### src/hdl/rs_pkg.sv
`default_nettype none
package rs_pkg;
  // ***********************************************
  // code configuration
  // ***********************************************
  localparam int SYM_W      = 8;
  localparam int FIELD_POLY = 0;   // decimal form, bit i = coefficient of x^i; 0 selects default
  localparam int SCALE_H    = 1;   // must be coprime with 2^SYM_W-1
  localparam int GEN_START  = 0;
  localparam int N_MAX      = 255;
  localparam int K_MIN      = 239;
  localparam int R_MAX      = N_MAX - K_MIN;
  localparam int RI_W       = $clog2(R_MAX);
  localparam int NUM_CH     = 2;
  localparam int CH_W       = 1;
  localparam int MARK_W     = 4;
  localparam int NUM_PUNC   = 2;
  localparam int PSEL_W     = 1;
  localparam bit VAR_N_EN   = 1'b1;
  localparam bit VAR_R_EN   = 1'b1;
  localparam bit OUT_CHK_EN = 1'b1;
  localparam bit INFO_EN    = OUT_CHK_EN;
  localparam bit DEL_EN     = 1'b1;
  localparam bit STATS_EN   = 1'b1;
  localparam bit ERASE_EN   = 1'b0;
  localparam bit SELF_REC   = 1'b1;
  localparam int N_MIN      = 5;
  localparam int FIFO_DEPTH = 32;
  localparam int FIFO_ROOM  = 2;
  localparam int LVL_W      = $clog2(FIFO_DEPTH) + 1;
  // ***********************************************
  // word layouts
  // ***********************************************
  localparam int N_W        = 8;
  localparam int CTRL_N_LSB = 0;
  localparam int CTRL_R_LSB = 8;
  localparam int CTRL_P_LSB = 16;
  localparam int CTRL_W     = 24;
  localparam int OUT_SYM_LSB = 0;
  localparam int OUT_INFO    = 8;
  localparam int OUT_DEL_LSB = 9;
  localparam int OUT_W       = 17;
  localparam int CNT_W       = 8;
  localparam int STAT_FAIL_LSB = 0;
  localparam int STAT_Z2O_LSB  = 8;
  localparam int STAT_O2Z_LSB  = 16;
  localparam int STAT_W        = 24;
  localparam int FIFO_W        = OUT_W + MARK_W;
  typedef logic [SYM_W-1:0] sym_t;
  typedef logic [R_MAX-1:0] punc_mask_t;
  typedef sym_t root_tab_t [R_MAX];
  // bit 0 = last symbol of the block
  localparam punc_mask_t PUNC_TAB [NUM_PUNC] = '{16'h0000, 16'h0003};
  localparam int NUM_LEGAL_R = 4;
  localparam logic [N_W-1:0] LEGAL_R [NUM_LEGAL_R] = '{8'h08, 8'h0C, 8'h0E, 8'h10};
  // ***********************************************
  // galois field
  // ***********************************************
  function automatic int default_poly(input int w);
    case (w)
      3:       default_poly = 32'h0000000B;
      4:       default_poly = 32'h00000013;
      5:       default_poly = 32'h00000025;
      6:       default_poly = 32'h00000043;
      7:       default_poly = 32'h00000089;
      8:       default_poly = 32'h0000011D;
      9:       default_poly = 32'h00000211;
      10:      default_poly = 32'h00000409;
      11:      default_poly = 32'h00000805;
      12:      default_poly = 32'h00001053;
      default: default_poly = 32'h00000000;
    endcase
  endfunction
  localparam int   POLY      = (FIELD_POLY == 0) ? default_poly(SYM_W) : FIELD_POLY;
  localparam sym_t POLY_LOW  = POLY[SYM_W-1:0];
  localparam int   FIELD_ORD = (1 << SYM_W) - 1;
  function automatic sym_t gf_mul(input sym_t a, input sym_t b);
    sym_t p;
    sym_t aa;
    p  = '0;
    aa = a;
    for (int i = 0; i < SYM_W; i++) begin
      if (b[i]) p = p ^ aa;
      aa = aa[SYM_W-1] ? ({aa[SYM_W-2:0], 1'b0} ^ POLY_LOW) : {aa[SYM_W-2:0], 1'b0};
    end
    return p;
  endfunction
  function automatic root_tab_t make_roots();
    root_tab_t t;
    sym_t      v;
    for (int i = 0; i < R_MAX; i++) begin
      v = SYM_W'(1);
      for (int e = 0; e < (SCALE_H * (GEN_START + i)) % FIELD_ORD; e++) v = gf_mul(v, SYM_W'(2));
      t[i] = v;
    end
    return t;
  endfunction
  localparam root_tab_t ROOT_TAB = make_roots();
endpackage
`default_nettype wire

### src/hdl/rs_stream_if.sv
`default_nettype none
interface rs_stream_if;
  // control stream
  logic                              ctrl_tvalid;
  logic                              ctrl_tready;
  logic [rs_pkg::CTRL_W-1:0]         ctrl_tdata;
  // input symbol stream
  logic                              in_tvalid;
  logic                              in_tready;
  logic [rs_pkg::SYM_W-1:0]          in_tdata;
  logic [rs_pkg::MARK_W-1:0]         in_tuser;
  // output symbol stream
  logic                              out_tvalid;
  logic                              out_tready;
  logic [rs_pkg::OUT_W-1:0]          out_tdata;
  logic [rs_pkg::MARK_W-1:0]         out_tuser;
  // status stream
  logic                              stat_tvalid;
  logic                              stat_tready;
  logic [rs_pkg::STAT_W-1:0]         stat_tdata;
  modport dec (
    input  ctrl_tvalid, ctrl_tdata, in_tvalid, in_tdata, in_tuser, out_tready, stat_tready,
    output ctrl_tready, in_tready, out_tvalid, out_tdata, out_tuser, stat_tvalid, stat_tdata
  );
  modport usr (
    output ctrl_tvalid, ctrl_tdata, in_tvalid, in_tdata, in_tuser, out_tready, stat_tready,
    input  ctrl_tready, in_tready, out_tvalid, out_tdata, out_tuser, stat_tvalid, stat_tdata
  );
endinterface
`default_nettype wire

### src/hdl/rs_decoder_end.sv
`default_nettype none
module rs_decoder_end (
  // clock and reset
  input  wire logic           clk_sys,
  input  wire logic           nrst,
  // link to stream logic
  rs_stream_if.dec            lnk,
  // status
  output logic                busy,
  output logic                recovered
);
  import rs_pkg::*;
  // ***********************************************
  // state
  // ***********************************************
  typedef enum logic [1:0] {ST_CTRL, ST_RUN, ST_STAT} state_e;
  state_e                state_reg, state_next;
  logic [N_W-1:0]        n_reg, n_next, r_reg, r_next, pos_reg, pos_next;
  logic [PSEL_W-1:0]     psel_reg, psel_next;
  logic [CH_W-1:0]       ch_reg, ch_next;
  sym_t                  syn_reg [NUM_CH][R_MAX];
  sym_t                  syn_next [NUM_CH][R_MAX];
  logic [CNT_W-1:0]      z2o_reg, z2o_next, o2z_reg, o2z_next;
  logic                  ctrl_rdy_reg, ctrl_rdy_next, in_rdy_reg, in_rdy_next;
  logic                  stat_vld_reg, stat_vld_next;
  logic [STAT_W-1:0]     stat_dat_reg, stat_dat_next;
  logic                  busy_reg, busy_next, recov_reg, recov_next;
  logic                  out_vld_reg, out_vld_next;
  logic [FIFO_W-1:0]     out_word_reg, out_word_next;
  // fifo side
  logic                  ff_in_vld, ff_in_rdy, ff_out_vld, ff_out_rdy;
  logic [FIFO_W-1:0]     ff_in_dat, ff_out_dat;
  logic [LVL_W-1:0]      ff_lvl;
  // working values
  logic                  cur_punc, fire, info;
  sym_t                  sym_in, sym_cor;
  logic [MARK_W-1:0]     mark_in;
  logic [NUM_CH-1:0]     fail;
  function automatic logic is_punct(input logic [N_W-1:0] p, input logic [N_W-1:0] n,
                                    input logic [N_W-1:0] r, input logic [PSEL_W-1:0] s);
    logic [N_W-1:0] back;
    back     = N_W'(n - p - N_W'(1));
    is_punct = (NUM_PUNC != 0) && !ERASE_EN && (back < r) && PUNC_TAB[s][back[RI_W-1:0]];
  endfunction
  function automatic logic [CNT_W-1:0] popcnt(input sym_t v);
    popcnt = '0;
    for (int b = 0; b < SYM_W; b++) popcnt = popcnt + CNT_W'(v[b]);
  endfunction
  // ***********************************************
  // output buffer
  // ***********************************************
  rs_fifo #(.WIDTH(FIFO_W), .DEPTH(FIFO_DEPTH)) u_fifo (
    .clk_sys   (clk_sys),
    .nrst      (nrst),
    .in_valid  (ff_in_vld),
    .in_ready  (ff_in_rdy),
    .in_data   (ff_in_dat),
    .out_valid (ff_out_vld),
    .out_ready (ff_out_rdy),
    .out_data  (ff_out_dat),
    .level     (ff_lvl)
  );
  // ***********************************************
  // controller
  // ***********************************************
  always_comb begin
    state_next    = state_reg;
    n_next        = n_reg;
    r_next        = r_reg;
    psel_next     = psel_reg;
    pos_next      = pos_reg;
    ch_next       = ch_reg;
    syn_next      = syn_reg;
    z2o_next      = z2o_reg;
    o2z_next      = o2z_reg;
    stat_vld_next = stat_vld_reg;
    stat_dat_next = stat_dat_reg;
    recov_next    = recov_reg;
    fail          = '0;
    cur_punc      = is_punct(pos_reg, n_reg, r_reg, psel_reg);
    // punctured slots are filled with zero and consume no input
    sym_in        = cur_punc ? '0 : lnk.in_tdata;
    mark_in       = cur_punc ? '0 : lnk.in_tuser;
    // no correction stage: detection only, corrected equals received
    sym_cor       = sym_in;
    info          = (pos_reg < N_W'(n_reg - r_reg));
    fire          = 1'b0;
    case (state_reg)
      ST_CTRL: begin
        if (lnk.ctrl_tvalid && ctrl_rdy_reg) begin
          n_next     = VAR_N_EN ? lnk.ctrl_tdata[CTRL_N_LSB +: N_W] : N_W'(N_MAX);
          r_next     = VAR_R_EN ? lnk.ctrl_tdata[CTRL_R_LSB +: N_W] : N_W'(R_MAX);
          if (r_next > N_W'(R_MAX)) r_next = N_W'(R_MAX);
          psel_next  = lnk.ctrl_tdata[CTRL_P_LSB +: PSEL_W];
          pos_next   = '0;
          ch_next    = '0;
          state_next = ST_RUN;
        end
      end
      ST_RUN: begin
        fire = cur_punc ? ff_in_rdy : (in_rdy_reg && lnk.in_tvalid);
        if (fire) begin
          for (int c = 0; c < NUM_CH; c++) begin
            for (int i = 0; i < R_MAX; i++) begin
              if ((CH_W'(c) == ch_reg) && (N_W'(i) < r_reg)) begin
                syn_next[c][i] = gf_mul(syn_reg[c][i], ROOT_TAB[i]) ^ sym_in;
              end
            end
          end
          if (STATS_EN) begin
            z2o_next = z2o_reg + popcnt(~sym_in & sym_cor);
            o2z_next = o2z_reg + popcnt(sym_in & ~sym_cor);
          end
          if (ch_reg == CH_W'(NUM_CH - 1)) begin
            ch_next = '0;
            if (pos_reg == N_W'(n_reg - N_W'(1))) begin
              for (int c = 0; c < NUM_CH; c++) begin
                for (int i = 0; i < R_MAX; i++) fail[c] = fail[c] | (syn_next[c][i] != '0);
              end
              stat_dat_next = '0;
              stat_dat_next[STAT_FAIL_LSB +: NUM_CH] = fail;
              stat_dat_next[STAT_Z2O_LSB +: CNT_W]   = z2o_next;
              stat_dat_next[STAT_O2Z_LSB +: CNT_W]   = o2z_next;
              stat_vld_next = 1'b1;
              state_next    = ST_STAT;
            end else begin
              pos_next = N_W'(pos_reg + N_W'(1));
            end
          end else begin
            ch_next = CH_W'(ch_reg + CH_W'(1));
          end
        end
      end
      ST_STAT: begin
        if (lnk.stat_tready && stat_vld_reg) begin
          stat_vld_next = 1'b0;
          z2o_next      = '0;
          o2z_next      = '0;
          for (int c = 0; c < NUM_CH; c++) begin
            for (int i = 0; i < R_MAX; i++) syn_next[c][i] = '0;
          end
          state_next = ST_CTRL;
        end
      end
      default: begin
        // unreachable code: return state, counters and syndromes to reset values; recovered is set to SELF_REC
        state_next    = ST_CTRL;
        n_next        = '0;
        r_next        = '0;
        psel_next     = '0;
        pos_next      = '0;
        ch_next       = '0;
        z2o_next      = '0;
        o2z_next      = '0;
        stat_vld_next = 1'b0;
        stat_dat_next = '0;
        for (int c = 0; c < NUM_CH; c++) begin
          for (int i = 0; i < R_MAX; i++) syn_next[c][i] = '0;
        end
        recov_next = SELF_REC;
      end
    endcase
    // fifo keeps two slots spare so a registered ready never overruns it
    ctrl_rdy_next = (state_next == ST_CTRL);
    in_rdy_next   = (state_next == ST_RUN) && !is_punct(pos_next, n_next, r_next, psel_next) &&
                    (ff_lvl <= LVL_W'(FIFO_DEPTH - FIFO_ROOM));
    busy_next     = (state_next != ST_CTRL);
    ff_in_vld     = fire && (OUT_CHK_EN || info);
    ff_in_dat     = '0;
    ff_in_dat[OUT_SYM_LSB +: SYM_W] = sym_cor;
    ff_in_dat[OUT_INFO]             = INFO_EN && OUT_CHK_EN && info;
    if (DEL_EN) ff_in_dat[OUT_DEL_LSB +: SYM_W] = sym_in;
    ff_in_dat[OUT_W +: MARK_W]      = mark_in;
  end
  // ***********************************************
  // output register stage
  // ***********************************************
  always_comb begin
    ff_out_rdy    = !out_vld_reg || lnk.out_tready;
    out_vld_next  = out_vld_reg;
    out_word_next = out_word_reg;
    if (ff_out_rdy) begin
      out_vld_next = ff_out_vld;
      if (ff_out_vld) out_word_next = ff_out_dat;
    end
  end
  always_ff @(posedge clk_sys or negedge nrst) begin
    if (!nrst) begin
      state_reg    <= ST_CTRL;
      n_reg        <= '0;
      r_reg        <= '0;
      psel_reg     <= '0;
      pos_reg      <= '0;
      ch_reg       <= '0;
      z2o_reg      <= '0;
      o2z_reg      <= '0;
      ctrl_rdy_reg <= 1'b0;
      in_rdy_reg   <= 1'b0;
      stat_vld_reg <= 1'b0;
      stat_dat_reg <= '0;
      busy_reg     <= 1'b0;
      recov_reg    <= 1'b0;
      out_vld_reg  <= 1'b0;
      out_word_reg <= '0;
      for (int c = 0; c < NUM_CH; c++) begin
        for (int i = 0; i < R_MAX; i++) syn_reg[c][i] <= '0;
      end
    end else begin
      state_reg    <= state_next;
      n_reg        <= n_next;
      r_reg        <= r_next;
      psel_reg     <= psel_next;
      pos_reg      <= pos_next;
      ch_reg       <= ch_next;
      z2o_reg      <= z2o_next;
      o2z_reg      <= o2z_next;
      ctrl_rdy_reg <= ctrl_rdy_next;
      in_rdy_reg   <= in_rdy_next;
      stat_vld_reg <= stat_vld_next;
      stat_dat_reg <= stat_dat_next;
      busy_reg     <= busy_next;
      recov_reg    <= recov_next;
      out_vld_reg  <= out_vld_next;
      out_word_reg <= out_word_next;
      syn_reg      <= syn_next;
    end
  end
  // clock enable and synchronous reset pins are not configured
  assign lnk.ctrl_tready = ctrl_rdy_reg;
  assign lnk.in_tready   = in_rdy_reg;
  assign lnk.out_tvalid  = out_vld_reg;
  assign lnk.out_tdata   = out_word_reg[OUT_W-1:0];
  assign lnk.out_tuser   = out_word_reg[OUT_W +: MARK_W];
  assign lnk.stat_tvalid = stat_vld_reg;
  assign lnk.stat_tdata  = stat_dat_reg;
  assign busy            = busy_reg;
  assign recovered       = recov_reg;
endmodule
`default_nettype wire

### src/hdl/rs_fifo.sv
`default_nettype none
module rs_fifo #(
  parameter int WIDTH = 8,
  parameter int DEPTH = 32
) (
  // clock and reset
  input  wire logic                         clk_sys,
  input  wire logic                         nrst,
  // fill side
  input  wire logic                         in_valid,
  output logic                              in_ready,
  input  wire logic [WIDTH-1:0]             in_data,
  // drain side
  output logic                              out_valid,
  input  wire logic                         out_ready,
  output logic [WIDTH-1:0]                  out_data,
  // fill level
  output logic [$clog2(DEPTH):0]            level
);
  localparam int AW = $clog2(DEPTH);
  logic [WIDTH-1:0] mem_reg [DEPTH];
  logic [AW-1:0]    wr_reg, wr_next, rd_reg, rd_next;
  logic [AW:0]      cnt_reg, cnt_next;
  logic             push, pop;
  assign in_ready  = (cnt_reg != (AW+1)'(DEPTH));
  assign out_valid = (cnt_reg != '0);
  assign out_data  = mem_reg[rd_reg];
  assign level     = cnt_reg;
  always_comb begin
    push     = in_valid && in_ready;
    pop      = out_valid && out_ready;
    wr_next  = push ? AW'(wr_reg + 1'b1) : wr_reg;
    rd_next  = pop ? AW'(rd_reg + 1'b1) : rd_reg;
    cnt_next = cnt_reg + (AW+1)'(push) - (AW+1)'(pop);
  end
  always_ff @(posedge clk_sys or negedge nrst) begin
    if (!nrst) begin
      wr_reg  <= '0;
      rd_reg  <= '0;
      cnt_reg <= '0;
    end else begin
      wr_reg  <= wr_next;
      rd_reg  <= rd_next;
      cnt_reg <= cnt_next;
    end
  end
  // storage carries no reset; only written slots are ever read
  always_ff @(posedge clk_sys) begin
    if (push) mem_reg[wr_reg] <= in_data;
  end
endmodule
`default_nettype wire

### src/flat_wrapper.sv
// flat-port wrapper written by rule: the top's interface ports become plain ports
module rs_decoder_end_flat import rs_pkg::*;
  (clk_sys, nrst, busy, recovered, lnk_ctrl_tvalid, lnk_ctrl_tdata, lnk_in_tvalid, lnk_in_tdata, lnk_in_tuser, lnk_out_tready, lnk_stat_tready, lnk_ctrl_tready, lnk_in_tready, lnk_out_tvalid, lnk_out_tdata, lnk_out_tuser, lnk_stat_tvalid, lnk_stat_tdata);
  rs_stream_if lnk_i ();
  input  wire logic clk_sys;
  input  wire logic nrst;
  output logic busy;
  output logic recovered;
  input wire logic [$bits(lnk_i.ctrl_tvalid)-1:0] lnk_ctrl_tvalid;
  input wire logic [$bits(lnk_i.ctrl_tdata)-1:0] lnk_ctrl_tdata;
  input wire logic [$bits(lnk_i.in_tvalid)-1:0] lnk_in_tvalid;
  input wire logic [$bits(lnk_i.in_tdata)-1:0] lnk_in_tdata;
  input wire logic [$bits(lnk_i.in_tuser)-1:0] lnk_in_tuser;
  input wire logic [$bits(lnk_i.out_tready)-1:0] lnk_out_tready;
  input wire logic [$bits(lnk_i.stat_tready)-1:0] lnk_stat_tready;
  output wire logic [$bits(lnk_i.ctrl_tready)-1:0] lnk_ctrl_tready;
  output wire logic [$bits(lnk_i.in_tready)-1:0] lnk_in_tready;
  output wire logic [$bits(lnk_i.out_tvalid)-1:0] lnk_out_tvalid;
  output wire logic [$bits(lnk_i.out_tdata)-1:0] lnk_out_tdata;
  output wire logic [$bits(lnk_i.out_tuser)-1:0] lnk_out_tuser;
  output wire logic [$bits(lnk_i.stat_tvalid)-1:0] lnk_stat_tvalid;
  output wire logic [$bits(lnk_i.stat_tdata)-1:0] lnk_stat_tdata;
  assign lnk_i.ctrl_tvalid = lnk_ctrl_tvalid;
  assign lnk_i.ctrl_tdata = lnk_ctrl_tdata;
  assign lnk_i.in_tvalid = lnk_in_tvalid;
  assign lnk_i.in_tdata = lnk_in_tdata;
  assign lnk_i.in_tuser = lnk_in_tuser;
  assign lnk_i.out_tready = lnk_out_tready;
  assign lnk_i.stat_tready = lnk_stat_tready;
  assign lnk_ctrl_tready = lnk_i.ctrl_tready;
  assign lnk_in_tready = lnk_i.in_tready;
  assign lnk_out_tvalid = lnk_i.out_tvalid;
  assign lnk_out_tdata = lnk_i.out_tdata;
  assign lnk_out_tuser = lnk_i.out_tuser;
  assign lnk_stat_tvalid = lnk_i.stat_tvalid;
  assign lnk_stat_tdata = lnk_i.stat_tdata;
  rs_decoder_end u_core (.clk_sys(clk_sys), .nrst(nrst), .lnk(lnk_i), .busy(busy), .recovered(recovered));
endmodule
### config.mk
export PLATFORM = sky130hd
export DESIGN_NAME = rs_decoder_end_flat
export DESIGN_NICKNAME = d
export VERILOG_FILES = /design/src/hdl/rs_pkg.sv /design/src/hdl/rs_stream_if.sv /design/src/hdl/rs_decoder_end.sv /design/src/hdl/rs_fifo.sv /design/src/flat_wrapper.sv
export SDC_FILE = /design/constraint.sdc
export NUM_CORES = 2
export LEC_CHECK = 0
export ABC_AREA = 1
export BUFFER_PORTS_ARGS = -buffer_cell sky130_fd_sc_hd__buf_2
export CORE_MARGIN = 2
export CORE_UTILIZATION = 30
export CTS_BUF_LIST = sky130_fd_sc_hd__clkbuf_16
export CTS_CLUSTER_DIAMETER = 80
export CTS_CLUSTER_SIZE = 16
export DETAILED_ROUTE_END_ITERATION = 16
export PLACE_DENSITY_LB_ADDON = 0.05
export SLEW_MARGIN = 20
export SYNTH_ARGS = -nofsm -noshare
export SYNTH_HDL_FRONTEND = slang
export SYNTH_SLANG_ARGS = --single-unit
### constraint.sdc
create_clock -name clk_sys -period 6.35 [get_ports clk_sys]
set_input_delay 0.635 -clock clk_sys [delete_from_list [all_inputs] [get_ports clk_sys]]
set_output_delay 0.635 -clock clk_sys [all_outputs]
set_load 0.01 [all_outputs]
==> results.cfg <==
[synthesis]
synth.most_common_cell = nand2_1
synth-edff-count = 416
synth_cells = 5952
yosysTopAreaCellShare = 0.2721
synth.yosys.warnings = 0
yosys.cell_types.count = 46
avgSynthCellArea_um2 = 7.714
netlist_top_cells_area = edfxtp_1 (27%), dfrtp_1 (19%), nand2_1 (16%)
syn_area_um2 = 45910
async_flop_share = 0.4590
synthTopCellsByCount = nand2_1 (2,013), inv_1 (609), nand3_1 (496), nor2_1 (480), edfxtp_1 (416)
synth_flop_cell = edfxtp_1
yosys_register_bits = 769
synth_top_cell_by_area = edfxtp_1
seq_area_frac_synth = 0.4645

[clocking]
cts_made_buffers = 74
cts_tree = done
path_clk_slew_ns = 0.08
clk_latency_ns = 0.72
cts_num_sinks = 769
clock_path_buffers = 3
clock-root-buffer = clkbuf_16
htreeDepth = 3

[layout]
largest_register_ffs = 416
area_growth_pct = 13.08
antennaDiodeCount = 0
finalNetCount = 6117
drive_above_1_share = 0.07144
final_area_um2 = 51920

[die]
core_um2 = 151900
rows = 143
dieWidth_um = 395.2
dieArea_um2 = 156200
initial_core_util = 0.3022
die_h_um = 395.2
io_pins = 93

[pwr]
power.leakage_nw = 23.75
ir_drop_mv = 0.2656
comb_power_share = 0.507
p_sw_mw = 10.55
intPower_mw = 11.90
power.share.sequential = 0.282
clockPowerShare = 0.211
powerDensity_nw_per_um2 = 432.4
sw_frac_of_total = 0.4698

[placed_design]
dp_hpwl_mm = 108.0
port_buffers = 79
placed_area_um2 = 49300
gp_congestion = 0.8148

[timing]
finClkSkew_ns = 0.05275
hold_viol_final = 0
period_needed_ns = 5.696
max_freq_ghz = 0.1755
slew_headroom = 0.2535
rsz0062_at_grt = no
hold_ws_ns = 0.1811
setup_viol = 0
fin_crit_sh = 0.8971
max_slew.worst_pin.slew_ns = 1.117
fin_setup_tns_ns = 0
slew_violations = 0

[status]
status = complete, no violations

[drt]
wire_per_inst_um = 20.20
drc = 0
drt-initial-drc-count = 2525
first_pass_iters = 5
via_per_inst = 4.859
ant_nets = 0
vias = 39310
wl_mm = 163.4

[global_routing]
grt.overflow.total = 0
grt_max_degree = 111
antenna_found_initial = 3
grtUsageTotal = 0.2068
grt_pass1_wl_mm = 247.6
grt_pass1_vias = 38200

[worst_setup_path]
crit_start = u_core.pos_reg[2]
timing.rr.start = u_core.pos_reg[2]
worstSetupPathType = register to register
arrival_ns = 6.27
critPathMaxFanout = 3
endpoint_kind = register
cp.required_ns = 6.92
critPathSlowestCell = fa_1
cpPeakStageDelay_ns = 0.44
worstSetupStartpointType = register

[flow_run]
max_cap_viol_count = 0

[worst_hold_path]
hold_start = lnk_out_tready
hp-class = input pin to register
==> kinds of logic (layout without fill, tap and decap cells) <==
group / after synthesis / in the layout / synth area share
simple gates: 3087 / 3087 / 0.2717
buf+inv: 904 / 1008 / 0.07832
flops: 769 / 769 / 0.4645
compound gates: 767 / 767 / 0.09737
xor+xnor: 355 / 355 / 0.06862
fa+ha+maj: 69 / 69 / 0.01946
other cells: 1 / 6 / 0.00008168
==> layout make-up <==
| class | instances | area [um^2] |
|---|---|---|
| timing repair buffer | 256 | 1989 |
| clock buffer | 76 | 1902 |
| fill | 16080 | 99990 |
| multi-input combinational | 4284 | 21200 |
| clock inverter | 55 | 606.8 |
| sequential | 769 | 21330 |
| inverter | 621 | 2350 |
| tap | 2030 | 2540 |
==> cell usage in the layout (no fill, tap or decap), types with 155 or more instances in the layout <==
master    count
o21ai_0     358
o22ai_1     245
dfrtp_1     350
nand3_1     494
nand2_1    2007
nor2_1      468
edfxtp_1    416
buf_4       155
xor2_1      206
inv_1       621
==> path summary, 6_finish.rpt <==
check                                   endpoint  slack, ns  cells past startpoint
max                         u_core.lnk.in_tready       0.65                     39
min                        u_core.lnk.out_tvalid       0.18                      4
max reg2reg                 u_core.lnk.in_tready       0.65                     39
min reg2reg                    u_core.o2z_reg[3]       0.47                      2
max in group asynchronous    u_core.syn_reg[240]       4.47                      3
min in group asynchronous        u_core.n_reg[1]       0.56                      2
==> layer usage <==
| layer | routed length, um | global-route usage |
|---|---|---|
| met5 | 0 | 0 |
| met4 | 3013 | 0.04314 |
| met3 | 4809 | 0.01883 |
| met2 | 76270 | 0.3436 |
| met1 | 79320 | 0.2921 |
==> power groups by stage <==
stage / Sequential, mW / Combinational [mW] / Clock, mW
after CTS: 6.33 / 11.4 / 4.92
after floorplan: 6.15 / 7.82 / 0
after global routing: 6.40 / 12.9 / 5.09
after global placement: 6.43 / 11.4 / 0
after detailed placement: 6.43 / 11.4 / 0
final: 6.33 / 11.4 / 4.75
==> worst max-delay path: cells and delay by family (launching register included) <==
kind,cells,cell delay (ns)
compound gates,10,1.40
simple gates,15,1.37
fa+ha+maj,5,1.34
buf+inv,7,0.71
flops,1,0.39
xor+xnor,2,0.33
==> timing repair <==
item | 4_1_cts | 5_1_grt
hold buffers | 1 | 0
setup buffers | 0 | 2
setup endpoints to repair | 0 | 1
hold endpoints to repair | 52 | 0
resized for setup | 0 | 22
==> stage by stage <==
stage          setup slack, ns    util  cells  power, mW
2_1_floorplan           0.7173       -   5957      13.97
3_3_place_gp            0.1484  0.3244   7956      17.81
3_5_place_dp            0.2055  0.3246   7957      17.80
4_1_cts                 0.1055  0.3411   8089      22.67
5_1_grt                0.02865  0.3418   8091      24.37
6_report                0.6536  0.3418   8091      22.45
No activity file was read; power rests on OpenSTA's default activity.
